===== config.mk =====
export PLATFORM = sky130hd
export DESIGN_NAME = dmc_top
export DESIGN_NICKNAME = d
export VERILOG_FILES = /design/src/rtl/dmc_pkg.sv /design/src/rtl/dmc_wait_timer.sv /design/src/rtl/dmc_top.sv
export VERILOG_INCLUDE_DIRS = /design/src /design/src/rtl
export SDC_FILE = /design/constraint.sdc
export NUM_CORES = 1
export LEC_CHECK = 0
export BUFFER_PORTS_ARGS = -buffer_cell sky130_fd_sc_hd__buf_2
export CORE_MARGIN = 2
export CORE_UTILIZATION = 46
export DETAILED_ROUTE_END_ITERATION = 10
export GPL_ROUTABILITY_DRIVEN = 0
export PLACE_DENSITY = 0.77
export SETUP_SLACK_MARGIN = 0.02
export SYNTH_ARGS = -nofsm -noshare
export SYNTH_HDL_FRONTEND = slang
export SYNTH_SLANG_ARGS = --single-unit

===== constraint.sdc =====
create_clock -name clk -period 2.41 [get_ports clk]
set_input_delay 0.241 -clock clk [delete_from_list [all_inputs] [get_ports clk]]
set_output_delay 0.241 -clock clk [all_outputs]
set_load 0.005 [all_outputs]

===== src/rtl/dmc_params.svh =====
// Constants for the default memory space control block.
`ifndef DMC_PARAMS_SVH
`define DMC_PARAMS_SVH
`define DMC_REG_OFFSET   8'hc6
`define DMC_REG_RESET    16'h0000
`define DMC_REG_WMASK    16'h3fec
`define DMC_WAIT_LSB     10
`define DMC_BURST_BIT    9
`define DMC_CORE_ACK_BIT 8
`define DMC_PORT_LSB     6
`define DMC_ALT_ACK_BIT  5
`define DMC_WR_HOLD_BIT  3
`define DMC_RD_HOLD_BIT  2
`define DMC_PORT_32      2'h0
`define DMC_PORT_8       2'h1
`define DMC_SIZ_LONG     2'h0
`define DMC_SIZ_BYTE     2'h1
`define DMC_SIZ_WORD     2'h2
`define DMC_SIZ_LINE     2'h3
`define DMC_LANES_32     4'hf
`define DMC_LANES_16     4'hc
`define DMC_LANES_8      4'h8
`endif


===== src/rtl/dmc_pkg.sv =====
// Types shared by the default memory space control block.
package dmc_pkg;
	typedef enum logic [3:0] {
		DMC_IDLE = 4'h1,
		DMC_WAIT = 4'h2,
		DMC_HOLD = 4'h4,
		DMC_DONE = 4'h8
	} dmc_state_t;

	typedef struct packed {
		logic [31:0] addr;
		logic [31:0] wdata;
		logic        write;
		logic        alt;
		logic [1:0]  size;
	} dmc_req_t;

	typedef struct packed {
		logic [3:0] wait_count;
		logic       burst_allow;
		logic       core_auto_ack;
		logic [1:0] port_width_sel;
		logic       alt_master_auto_ack;
		logic       write_addr_hold;
		logic       read_addr_hold;
	} dmc_cfg_t;
endpackage : dmc_pkg


===== src/rtl/dmc_wait_timer.sv =====
// Wait state down counter for one beat of a default space access.
`timescale 1ns/100ps
`default_nettype none
module dmc_wait_timer #(
	parameter int WIDTH = 4
) (
	input  wire logic             clk,
	input  wire logic             reset_n,
	input  wire logic             load,
	input  wire logic [WIDTH-1:0] count,
	output logic                  expired
);
	logic [WIDTH-1:0] cnt_r;
	logic [WIDTH-1:0] cnt_nxt;

	assign cnt_nxt = load ? count : ((cnt_r != '0) ? cnt_r - 1'b1 : cnt_r);
	assign expired = (cnt_r == '0);

	always_ff @(posedge clk or negedge reset_n) begin
		if (!reset_n)
			cnt_r <= '0;
		else
			cnt_r <= cnt_nxt;
	end
endmodule : dmc_wait_timer
`default_nettype wire


===== src/rtl/dmc_top.sv =====
// Default memory space control: register, wait states, acknowledge, port width, hold.
//
// Behaviour
// - Core access with core_auto_ack inserts wait_count states then acknowledges internally.
// - External transfer_ack_n before the wait states elapse ends the core cycle.
// - Alternate master access with alt_master_auto_ack waits wait_count states then acknowledges.
// - With burst_allow clear, wide transfers split into separate port-sized transfers.
// - With burst_allow set, wide transfers run as one burst of port-sized beats.
// - With core_auto_ack clear, core accesses wait for an external acknowledge.
// - With core_auto_ack set, every unmapped core access completes normally.
// - Port select 00 is 32-bit, 01 is 8-bit high lane, 1x is 16-bit high.
// - With alt_master_auto_ack clear, transfer_ack_n is not driven; wait externally.
// - With alt_master_auto_ack set, drive transfer_ack_n and assert it after wait_count.
// - With alt_master_auto_ack set, unmapped alternate master accesses complete normally.
// - write_addr_hold set holds address, data and attributes one cycle after termination.
// - read_addr_hold set holds the address one cycle after termination.
// - Addresses outside chip-select and DRAM regions are default memory.
// - Control register is 16 bits, read/write, reset to zero.
`include "dmc_params.svh"
`timescale 1ns/100ps
`default_nettype none
module dmc_top
	import dmc_pkg::*;
#(
	parameter int WAIT_WIDTH = 4
) (
	input  wire logic        clk,
	input  wire logic        reset_n,
	input  wire logic        reg_sel,
	input  wire logic        reg_wr,
	input  wire logic [7:0]  reg_addr,
	input  wire logic [15:0] reg_wdata,
	output logic      [15:0] reg_rdata,
	input  wire logic        req_valid,
	input  wire dmc_req_t    req,
	input  wire logic        hit_cs,
	input  wire logic        hit_dram,
	output logic             req_ready,
	input  wire logic        transfer_ack_n_in,
	input  wire logic        async_transfer_ack_n,
	input  wire logic        transfer_error_ack_n,
	input  wire logic [31:0] bus_rdata,
	output logic             transfer_ack_n_out,
	output logic             transfer_ack_n_oe,
	output logic             core_ack,
	output logic             beat_end,
	output logic             xfer_done,
	output logic             xfer_error,
	output logic [31:0]      bus_addr,
	output logic [31:0]      bus_wdata,
	output logic             bus_active,
	output logic             bus_write,
	output logic             addr_hold,
	output logic [3:0]       lane_en,
	output logic             burst,
	output logic [31:0]      rdata
);
	logic [15:0] ctrl_r;
	dmc_cfg_t    cfg;
	dmc_state_t  state_r;
	dmc_state_t  state_nxt;
	dmc_req_t    cur_r;
	dmc_cfg_t    cap_r;
	logic [4:0]  beats_r;
	logic        err_r;
	logic        core_ack_r;
	logic        beat_end_r;
	logic        done_r;
	logic        ack_out_r;
	logic        ack_oe_r;
	logic        ready_r;
	logic        active_r;
	logic        hold_r;
	logic [3:0]  lane_r;
	logic        burst_r;
	logic [31:0] addr_r;
	logic [31:0] rdata_r;
	logic [15:0] rd_r;
	logic        expired;

	// Register decode and field split.
	wire reg_hit   = reg_sel && (reg_addr == `DMC_REG_OFFSET);
	wire reg_write = reg_hit && reg_wr;
	assign cfg.wait_count          = ctrl_r[`DMC_WAIT_LSB +: 4];
	assign cfg.burst_allow         = ctrl_r[`DMC_BURST_BIT];
	assign cfg.core_auto_ack       = ctrl_r[`DMC_CORE_ACK_BIT];
	assign cfg.port_width_sel      = ctrl_r[`DMC_PORT_LSB +: 2];
	assign cfg.alt_master_auto_ack = ctrl_r[`DMC_ALT_ACK_BIT];
	assign cfg.write_addr_hold     = ctrl_r[`DMC_WR_HOLD_BIT];
	assign cfg.read_addr_hold      = ctrl_r[`DMC_RD_HOLD_BIT];

	// Default space is whatever no chip select and no DRAM bank claims.
	wire is_default = !hit_cs && !hit_dram;
	wire accept     = (state_r == DMC_IDLE) && req_valid && is_default;

	// Port width: lanes and bytes per beat.
	wire [3:0] new_lanes = (cfg.port_width_sel == `DMC_PORT_32) ? `DMC_LANES_32 :
	                       (cfg.port_width_sel == `DMC_PORT_8)  ? `DMC_LANES_8 :
	                       `DMC_LANES_16;
	wire [1:0] new_shift = (cfg.port_width_sel == `DMC_PORT_32) ? 2'h2 :
	                       (cfg.port_width_sel == `DMC_PORT_8)  ? 2'h0 : 2'h1;
	wire [4:0] size_bytes = (req.size == `DMC_SIZ_BYTE) ? 5'h01 :
	                        (req.size == `DMC_SIZ_WORD) ? 5'h02 :
	                        (req.size == `DMC_SIZ_LONG) ? 5'h04 : 5'h10;
	wire [4:0] new_beats_raw = size_bytes >> new_shift;
	wire [4:0] new_beats = (new_beats_raw == 5'h00) ? 5'h01 : new_beats_raw;
	wire       wide      = (new_beats > 5'h01);
	wire [1:0] cap_shift = (cap_r.port_width_sel == `DMC_PORT_32) ? 2'h2 :
	                       (cap_r.port_width_sel == `DMC_PORT_8)  ? 2'h0 : 2'h1;
	wire [31:0] addr_step = 32'h1 << cap_shift;

	// Termination of one beat.
	wire int_core = !cur_r.alt && cap_r.core_auto_ack && expired;
	wire int_alt  = cur_r.alt && cap_r.alt_master_auto_ack && expired;
	wire ext_ack  = !transfer_ack_n_in && !(cur_r.alt && cap_r.alt_master_auto_ack);
	wire ext_term = ext_ack || !async_transfer_ack_n || !transfer_error_ack_n;
	wire term     = (state_r == DMC_WAIT) && (int_core || int_alt || ext_term);
	wire need_hold = cur_r.write ? cap_r.write_addr_hold : cap_r.read_addr_hold;
	wire last_beat = (beats_r == 5'h01);
	wire next_beat = (term && !need_hold && !last_beat) ||
	                 ((state_r == DMC_HOLD) && !last_beat);

	always_comb begin
		state_nxt = state_r;
		case (state_r)
			DMC_IDLE: begin
				if (accept)
					state_nxt = DMC_WAIT;
			end
			DMC_WAIT: begin
				if (term && need_hold)
					state_nxt = DMC_HOLD;
				else if (term && last_beat)
					state_nxt = DMC_DONE;
			end
			DMC_HOLD: begin
				state_nxt = last_beat ? DMC_DONE : DMC_WAIT;
			end
			DMC_DONE: begin
				state_nxt = DMC_IDLE;
			end
			default: begin
				state_nxt = DMC_IDLE;
			end
		endcase
	end

	dmc_wait_timer #(
		.WIDTH   (WAIT_WIDTH)
	) u_timer (
		.clk     (clk),
		.reset_n (reset_n),
		.load    (accept || next_beat),
		.count   (accept ? cfg.wait_count : cap_r.wait_count),
		.expired (expired)
	);

	always_ff @(posedge clk or negedge reset_n) begin
		if (!reset_n)
			ctrl_r <= `DMC_REG_RESET;
		else if (reg_write)
			ctrl_r <= reg_wdata & `DMC_REG_WMASK;
	end

	always_ff @(posedge clk or negedge reset_n) begin
		if (!reset_n)
			rd_r <= `DMC_REG_RESET;
		else
			rd_r <= reg_hit ? ctrl_r : 16'h0000;
	end

	always_ff @(posedge clk or negedge reset_n) begin
		if (!reset_n) begin
			state_r <= DMC_IDLE;
			cur_r   <= '0;
			cap_r   <= '0;
			beats_r <= 5'h00;
			lane_r  <= 4'h0;
			burst_r <= 1'b0;
			addr_r  <= 32'h0;
		end else begin
			state_r <= state_nxt;
			if (accept) begin
				cur_r   <= req;
				cap_r   <= cfg;
				beats_r <= new_beats;
				lane_r  <= new_lanes;
				burst_r <= wide && cfg.burst_allow;
				addr_r  <= req.addr;
			end else if (next_beat) begin
				beats_r <= beats_r - 5'h01;
				addr_r  <= addr_r + addr_step;
			end
		end
	end

	always_ff @(posedge clk or negedge reset_n) begin
		if (!reset_n) begin
			core_ack_r <= 1'b0;
			beat_end_r <= 1'b0;
			done_r     <= 1'b0;
			err_r      <= 1'b0;
			ack_out_r  <= 1'b1;
			ack_oe_r   <= 1'b0;
			ready_r    <= 1'b1;
			active_r   <= 1'b0;
			hold_r     <= 1'b0;
			rdata_r    <= 32'h0;
		end else begin
			core_ack_r <= (state_r == DMC_WAIT) && int_core && !ext_term;
			beat_end_r <= term;
			done_r     <= (state_nxt == DMC_DONE) && (state_r != DMC_DONE);
			err_r      <= accept ? 1'b0 : (err_r || (term && !transfer_error_ack_n));
			ack_out_r  <= !((state_r == DMC_WAIT) && int_alt);
			ack_oe_r   <= ((state_nxt == DMC_WAIT) &&
			              (accept ? req.alt && cfg.alt_master_auto_ack :
			               cur_r.alt && cap_r.alt_master_auto_ack)) ||
			              ((state_r == DMC_WAIT) && int_alt);
			ready_r    <= (state_nxt == DMC_IDLE);
			active_r   <= (state_nxt == DMC_WAIT);
			hold_r     <= (state_nxt == DMC_HOLD);
			if (term && !cur_r.write)
				rdata_r <= bus_rdata & {{8{lane_r[3]}}, {8{lane_r[2]}},
				                        {8{lane_r[1]}}, {8{lane_r[0]}}};
		end
	end

	assign reg_rdata          = rd_r;
	assign req_ready          = ready_r;
	assign transfer_ack_n_out = ack_out_r;
	assign transfer_ack_n_oe  = ack_oe_r;
	assign core_ack           = core_ack_r;
	assign beat_end           = beat_end_r;
	assign xfer_done          = done_r;
	assign xfer_error         = err_r;
	assign bus_addr           = addr_r;
	assign bus_wdata          = cur_r.wdata;
	assign bus_write          = cur_r.write;
	assign bus_active         = active_r;
	assign addr_hold          = hold_r;
	assign lane_en            = lane_r;
	assign burst              = burst_r;
	assign rdata              = rdata_r;

	wait_core_ack_a: assert property (@(posedge clk) disable iff (!reset_n)
		(state_r == DMC_WAIT && !cur_r.alt && cap_r.core_auto_ack && expired && !ext_term)
		|=> core_ack_r && beat_end_r)
		else $error("internal acknowledge missing after wait states");
	ext_end_core_a: assert property (@(posedge clk) disable iff (!reset_n)
		(state_r == DMC_WAIT && !cur_r.alt && !transfer_ack_n_in) |=> beat_end_r)
		else $error("external acknowledge did not end core beat");
	no_auto_ack_a: assert property (@(posedge clk) disable iff (!reset_n)
		core_ack_r |-> $past(cap_r.core_auto_ack) && !$past(cur_r.alt))
		else $error("internal acknowledge without core auto acknowledge");
	alt_drive_en_a: assert property (@(posedge clk) disable iff (!reset_n)
		transfer_ack_n_oe |-> cur_r.alt && cap_r.alt_master_auto_ack)
		else $error("transfer acknowledge driven when not allowed");
	alt_ack_low_a: assert property (@(posedge clk) disable iff (!reset_n)
		!transfer_ack_n_out |-> transfer_ack_n_oe && $past(expired))
		else $error("transfer acknowledge asserted early or undriven");
	hold_cycle_a: assert property (@(posedge clk) disable iff (!reset_n)
		(term && need_hold) |=> addr_hold ##1 !addr_hold)
		else $error("address hold is not exactly one cycle");
	no_hold_a: assert property (@(posedge clk) disable iff (!reset_n)
		(term && !need_hold) |=> !addr_hold)
		else $error("address hold without enable");
	lane_select_a: assert property (@(posedge clk) disable iff (!reset_n)
		bus_active |-> (lane_en == ((cap_r.port_width_sel == `DMC_PORT_32) ? `DMC_LANES_32 :
		(cap_r.port_width_sel == `DMC_PORT_8) ? `DMC_LANES_8 : `DMC_LANES_16)))
		else $error("byte lanes do not match port width");
	split_burst_a: assert property (@(posedge clk) disable iff (!reset_n)
		burst |-> cap_r.burst_allow)
		else $error("burst flagged while burst not allowed");
	default_only_a: assert property (@(posedge clk) disable iff (!reset_n)
		(state_r == DMC_IDLE && req_valid && (hit_cs || hit_dram)) |=> state_r == DMC_IDLE)
		else $error("mapped access taken as default memory");
endmodule : dmc_top
`default_nettype wire


==> results of run 1 <==
## registers in the layout, summed over array words and instances, names as in the netlist, 3 cells and up
register	flops
state_r	4
reg_rdata	11
beats_r	5
lane_en	3
bus_addr	32
bus_wdata	32
cap_r	10
rdata	32
ctrl_r	11
u_timer.cnt_r	4
## stage by stage
step / power [mW] / setup WS, ps / cells / cell area, um2 / util, %
2_1_floorplan: 4.93 / 125 / 819 / 7650 / -
3_3_place_gp: 5.71 / 165 / 1223 / 8960 / 54.6
3_5_place_dp: 5.80 / 77.1 / 1223 / 8960 / 54.6
4_1_cts: 8.44 / 90.8 / 1258 / 9570 / 58.3
5_1_grt: 9.00 / 31.2 / 1260 / 9600 / 58.5
6_report: 8.44 / 168 / 1260 / 9600 / 58.5
## cell usage in the layout (no fill, tap or decap), types with 5 or more instances in the layout
master and n:
nor2_1 35, a31o_2 5, o22ai_1 9, buf_4 12
buf_2 249, nand3_1 18, ha_1 7, nor2b_1 8
dfrtp_1 153, and2_1 17, o21ai_0 55, a22o_1 5
nor3_1 9, a31oi_1 6, mux2_2 16, clkbuf_16 18
a21oi_1 38, and4_1 9, nand4_1 9, and3_1 9
nor4_1 7, conb_1 6, buf_12 10, inv_1 15
nand2_1 217
## routing by layer
layer	up-vias	GRT usage (%)
li1	3188	-
met1	3076	28.2
met2	236	36.5
met3	23	5.02
met4	0	7.17
met5	-	0
## kinds of logic (layout without fill, tap and decap cells)
logic type	after synthesis	count (layout)	share of synthesized area, %
fa+ha+maj	9	9	1.57
buf+inv	102	323	7.59
flops	156	156	51.2
other cells	1	6	0.0491
compound gates	166	166	14.7
xor+xnor	3	3	0.344
simple gates	359	359	22.0
mux	18	18	2.62
## critical path: cells and delay by family, from the launching register on
family	cells	cell delay, ps
compound gates	4	780
fa+ha+maj	1	150
buf+inv	2	300
flops	1	380
simple gates	1	510
## what timing repair did
action | in CTS | in global routing
hold buffers | 3 | 0
buffers inserted | 0 | 1
resized for setup | 0 | 3
endpoints found under the hold margin | 62 | 0
endpoints found under the setup margin | 0 | 7
## final cells by class
class | count | area [um2] | area share [%]
timing repair buffer | 276 | 1600 | 16.7
clock inverter | 12 | 129 | 1.34
sequential | 156 | 3910 | 40.7
multi-input combinational | 561 | 3190 | 33.2
tap | 220 | 275 | 2.87
clock buffer | 20 | 447 | 4.65
inverter | 15 | 56.3 | 0.586
## how the worst min path moves through the flow
| stage | endpoint | cells past startpoint |
|---|---|---|
| after global routing | bus_wdata[24] | 3 |
| after detailed placement | rdata[0] | 1 |
| final | bus_wdata[5] | 3 |
| after global placement | rdata[0] | 1 |
| after floorplan | addr_hold | 0 |
| after CTS | bus_wdata[5] | 3 |
## synthesized netlist by cell type (all sizes together) (3+ instances only)
| cell type | instances |
|---|---|
| nand2b | 4 |
| and2 | 17 |
| a41o | 4 |
| clkbuf | 24 |
| o22ai | 9 |
| a22o | 6 |
| nor3 | 12 |
| dfstp | 3 |
| o31ai | 4 |
| and3 | 10 |
| a21o | 3 |
| ha | 8 |
| nand4 | 9 |
| xnor2 | 3 |
| dfrtp | 153 |
| a31o | 5 |
| o22a | 5 |
| inv | 15 |
| mux2 | 16 |
| a311oi | 3 |
| nor2b | 9 |
| a41oi | 3 |
| nand2 | 217 |
| o311ai | 5 |
| a21oi | 38 |
| nor2 | 35 |
| a211oi | 7 |
| buf | 63 |
| a31oi | 6 |
| o21ai | 56 |
| and4 | 9 |
| nor4 | 7 |
| nand3 | 20 |
## power groups by stage
stage          Combinational [mW]  Sequential [mW]  Clock (mW)
6_report                     2.18             3.66        2.61
5_1_grt                      2.46             3.74        2.79
4_1_cts                      2.12             3.65        2.67
3_5_place_dp                 2.10             3.70           0
3_3_place_gp                 2.04             3.68           0
2_1_floorplan                1.32             3.61           0
==> reports/metrics.yaml, run 1 <==
status: "finished, final reports clean"
p_sw_share_pct: 32.3
top_layer: "met4"
grt_pass1_vias: 6353
wl_met3_um: 1140
finalNetCount: 1170
fill_cells: 1441
rows: 47
yosys.area.top_type_share_pct: 50.2
worstPathMaxFanout: 34
fmax_ghz: 0.446
max_stage_delay_ps: 510
routed-via-count: 6523
crit_end: "bus_addr[8]"
syn_to_final_growth_pct: 25.8
synthDistinctLibCells: 68
switchingPower_mw: 2.73
final_antenna_net_count: 0
rsz0062_at_grt: "no"
wl_met2_um: 9080
via_per_inst: 5.18
critical_path_class: "flop to flop"
synth_top_area_cell: "dfrtp_1"
tns_ps: 0
post-dp-hpwl_um: 13200
setup-violations-final: 0
end_kind: "flop"
ys_ff_latch: 156
yosysWarnings: 0
syn_inst: 814
tightest_slew_ps: 653
avgSynthCellArea_um2: 9.38
synth.yosys.seq_area_share_pct: 51.2
wl_met1_um: 8470
synth_edf_count: 0
cp-startpoint: "beats_r[1]"
cts.clk_slew.worst_paths_ps: 70
clockPowerShare_pct: 30.9
chipHeight_um: 133
slew-limit-headroom_pct: 56.5
grt_max_degree: 66
r2r-end: "bus_addr[8]"
p_leak_nw: 4.92
firstDrtPassIters: 4
wire_per_inst_um: 15.1
tritoncts: "built"
wl_um: 19000
cp.arrival_ps: 2540
min_path_type: "input port to flop"
n_antenna_cell: 0
hold_violations: 0
cp_slowest_cell: "or4b_4"
core_um2: 16400
ys_async_sr_fraction_pct: 100
antenna_found_initial: 0
cts-buffers-inserted: 17
r2r_cells: 8
clock_sinks: 156
skew_ps: 8.44
die_w_um: 133
p_int_mw: 5.71
p_per_area_nw_per_um2: 879
h-tree-depth: 4
grt_usage_pct: 21.9
netlist_area_um2: 7630
grt_pass1_wl_um: 31300
grt_overflow_total: 0
drive_gt1_share_pct: 33.5
synthFlopType: "dfrtp_1"
vdd_drop_max_uv: 462
start_util_pct: 46.5
worstHoldStart: "req[9]"
holdWs_ps: 14.2
min_period_ps: 2240
seqPwrFrac_pct: 43.3
insertion_delay_ps: 420
clock_path_buffers: 2
r2r-start: "beats_r[1]"
dieArea_um2: 17600
reg2reg_slack_ps: 170
num_io_pins: 261
yosys-top-cells-area: "dfrtp_1, nand2_1, buf_4, o21ai_0, a21oi_1"
fin_crit_sh_pct: 93.0
drc: 0
cp-start-kind: "flop"
clock-root-buffer: "clkbuf_16"
io_buffers: 250
path_cells: "inv_1 > ha_1 > or4b_4 > a22o_4 > a2bb2oi_4 > buf_12 > a21oi_1 > o2bb2a_1"
drv_cap: 0
drv_slew: 0
power_frac_comb_pct: 25.8
first_iter_violations: 357
crit_required_ps: 2710
(Power assumes the default switching activity.)
==> run 2, diff against run 1 <==
--- a/config.mk
+++ b/config.mk
@@ -7,11 +7,14 @@
 export NUM_CORES = 1
 export LEC_CHECK = 0
 export BUFFER_PORTS_ARGS = -buffer_cell sky130_fd_sc_hd__buf_2
+export CELL_PAD_IN_SITES_DETAIL_PLACEMENT = 1
+export CELL_PAD_IN_SITES_GLOBAL_PLACEMENT = 2
 export CORE_MARGIN = 2
-export CORE_UTILIZATION = 46
+export CORE_UTILIZATION = 27
+export CTS_CLUSTER_DIAMETER = 40
 export DETAILED_ROUTE_END_ITERATION = 10
 export GPL_ROUTABILITY_DRIVEN = 0
-export PLACE_DENSITY = 0.77
+export PLACE_DENSITY_LB_ADDON = 0.1
 export SETUP_SLACK_MARGIN = 0.02
 export SYNTH_ARGS = -nofsm -noshare
 export SYNTH_HDL_FRONTEND = slang
==> reports/metrics.yaml, run 2 (synthesis results as in run 1) <==
tritoncts: "built"
wl_um: 24100
finalInstanceArea_um2: 10200
grt_pass1_vias: 6695
p_leak_nw: 5.08
cts-buffers-inserted: 17
chipHeight_um: 172
max_stage_delay_ps: 510
drv_slew: 0
cp.arrival_ps: 2540
num_io_pins: 261
cp_slowest_cell: "or4b_4"
dieArea_um2: 29600
cts.clk_slew.worst_paths_ps: 70
fill_cells: 3318
tns_ps: 0
vdd_drop_max_uv: 338
place_area_um2: 9180
clock-root-buffer: "clkbuf_16"
end_kind: "flop"
slew-limit-headroom_pct: 52.3
drc: 0
grt_usage_pct: 16.2
core_um2: 27800
cp-start-kind: "flop"
skew_ps: 14.2
status: "finished, final reports clean"
wire_per_inst_um: 16.5
drv_cap: 0
rows: 61
start_util_pct: 27.5
place_ws_ps: 65.4
final_antenna_net_count: 0
grt_overflow_total: 0
fmax_ghz: 0.448
first_iter_violations: 305
io_buffers: 250
tightest_slew_ps: 710
clock_path_buffers: 2
antenna_found_initial: 2
fin_crit_sh_pct: 92.5
grt_max_degree: 69
rsz0062_at_grt: "no"
setup_ws_ps: 180
final_common_cell: "buf_2"
hold_violations: 0
p_per_area_nw_per_um2: 859
die_w_um: 172
setup-violations-final: 0
post-dp-hpwl_um: 16800
via_per_inst: 4.56
min_period_ps: 2230
firstDrtPassIters: 4
routed-via-count: 6647
worstPathMaxFanout: 11
finalNetCount: 1207
drive_gt1_share_pct: 33.5
path_cells: "inv_1 > ha_1 > or4b_4 > a22o_4 > a2bb2oi_4 > buf_4 > nor2_1 > o22a_1"
clock_sinks: 156
crit_required_ps: 2720
syn_to_final_growth_pct: 33.5
critical_path_class: "flop to flop"
h-tree-depth: 4
layout_common_cells: "buf_2, nand2_1, dfrtp_1"
grt_pass1_wl_um: 37300
insertion_delay_ps: 430
min_path_type: "input port to flop"
## run 2: routing by layer
metal / global-route usage [%] / up-vias / wire length, um / part of all wire (%)
li1: - / 3265 / - / -
met1: 22.1 / 3207 / 11500 / 48
met2: 26.4 / 164 / 11100 / 46
met3: 3.27 / 11 / 1250 / 5.2
met4: 3.73 / 0 / 156 / 0.65
met5: 0 / - / 0 / 0
## run 2: worst paths after layout
path | end | slack, ps | from | cells after the start
max reg2reg | bus_addr[5] | 180 | beats_r[1] | 8
min in group asynchronous | rdata[3] | 290 | reset_n | 2
min | bus_wdata[12] | 20 | req[16] | 3
min reg2reg | bus_wdata[12] | 470 | bus_wdata[12] | 2
max | bus_addr[5] | 180 | beats_r[1] | 8
max in group asynchronous | bus_addr[8] | 1370 | reset_n | 3
## run 2: area by class of cell
class,count,area (um2),area share (%)
sequential,156,3910,38.4
multi-input combinational,561,3210,31.5
antenna,2,5.00,0.0491
timing repair buffer,313,1940,19.0
inverter,15,56.3,0.553
clock inverter,15,176,1.73
tap,378,473,4.64
clock buffer,17,425,4.18
## run 2: repair_timing
| item | in CTS | in global routing |
|---|---|---|
| gates resized for setup | 0 | 8 |
| endpoints found under the hold margin | 67 | 0 |
| hold buffers | 33 | 0 |
| setup endpoints to repair | 0 | 11 |
| buffers inserted | 0 | 1 |
## run 2: per-stage QoR
step	utilization [%]	std cells	power [mW]	hold WS [ps]
2_1_floorplan	-	819	4.93	-54.6
3_3_place_gp	33.0	1388	5.90	196
3_5_place_dp	33.0	1388	5.94	202
4_1_cts	36.4	1453	8.80	4.58
5_1_grt	36.7	1456	9.41	21.8
6_report	36.7	1457	8.75	24.7
## run 2: critical path: cells and delay by family (launching register included)
| family | cells | cell delay (ps) |
|---|---|---|
| simple gates | 2 | 580 |
| compound gates | 3 | 690 |
| fa+ha+maj | 1 | 140 |
| flops | 1 | 380 |
| buf+inv | 2 | 330 |
## run 2: report_power, final
group	internal, mW	leakage, nW	total [mW]	switching, mW
Combinational	1.15	2.78	2.35	1.20
Clock	1.40	0.286	2.74	1.34
Sequential	3.16	2.01	3.66	0.501
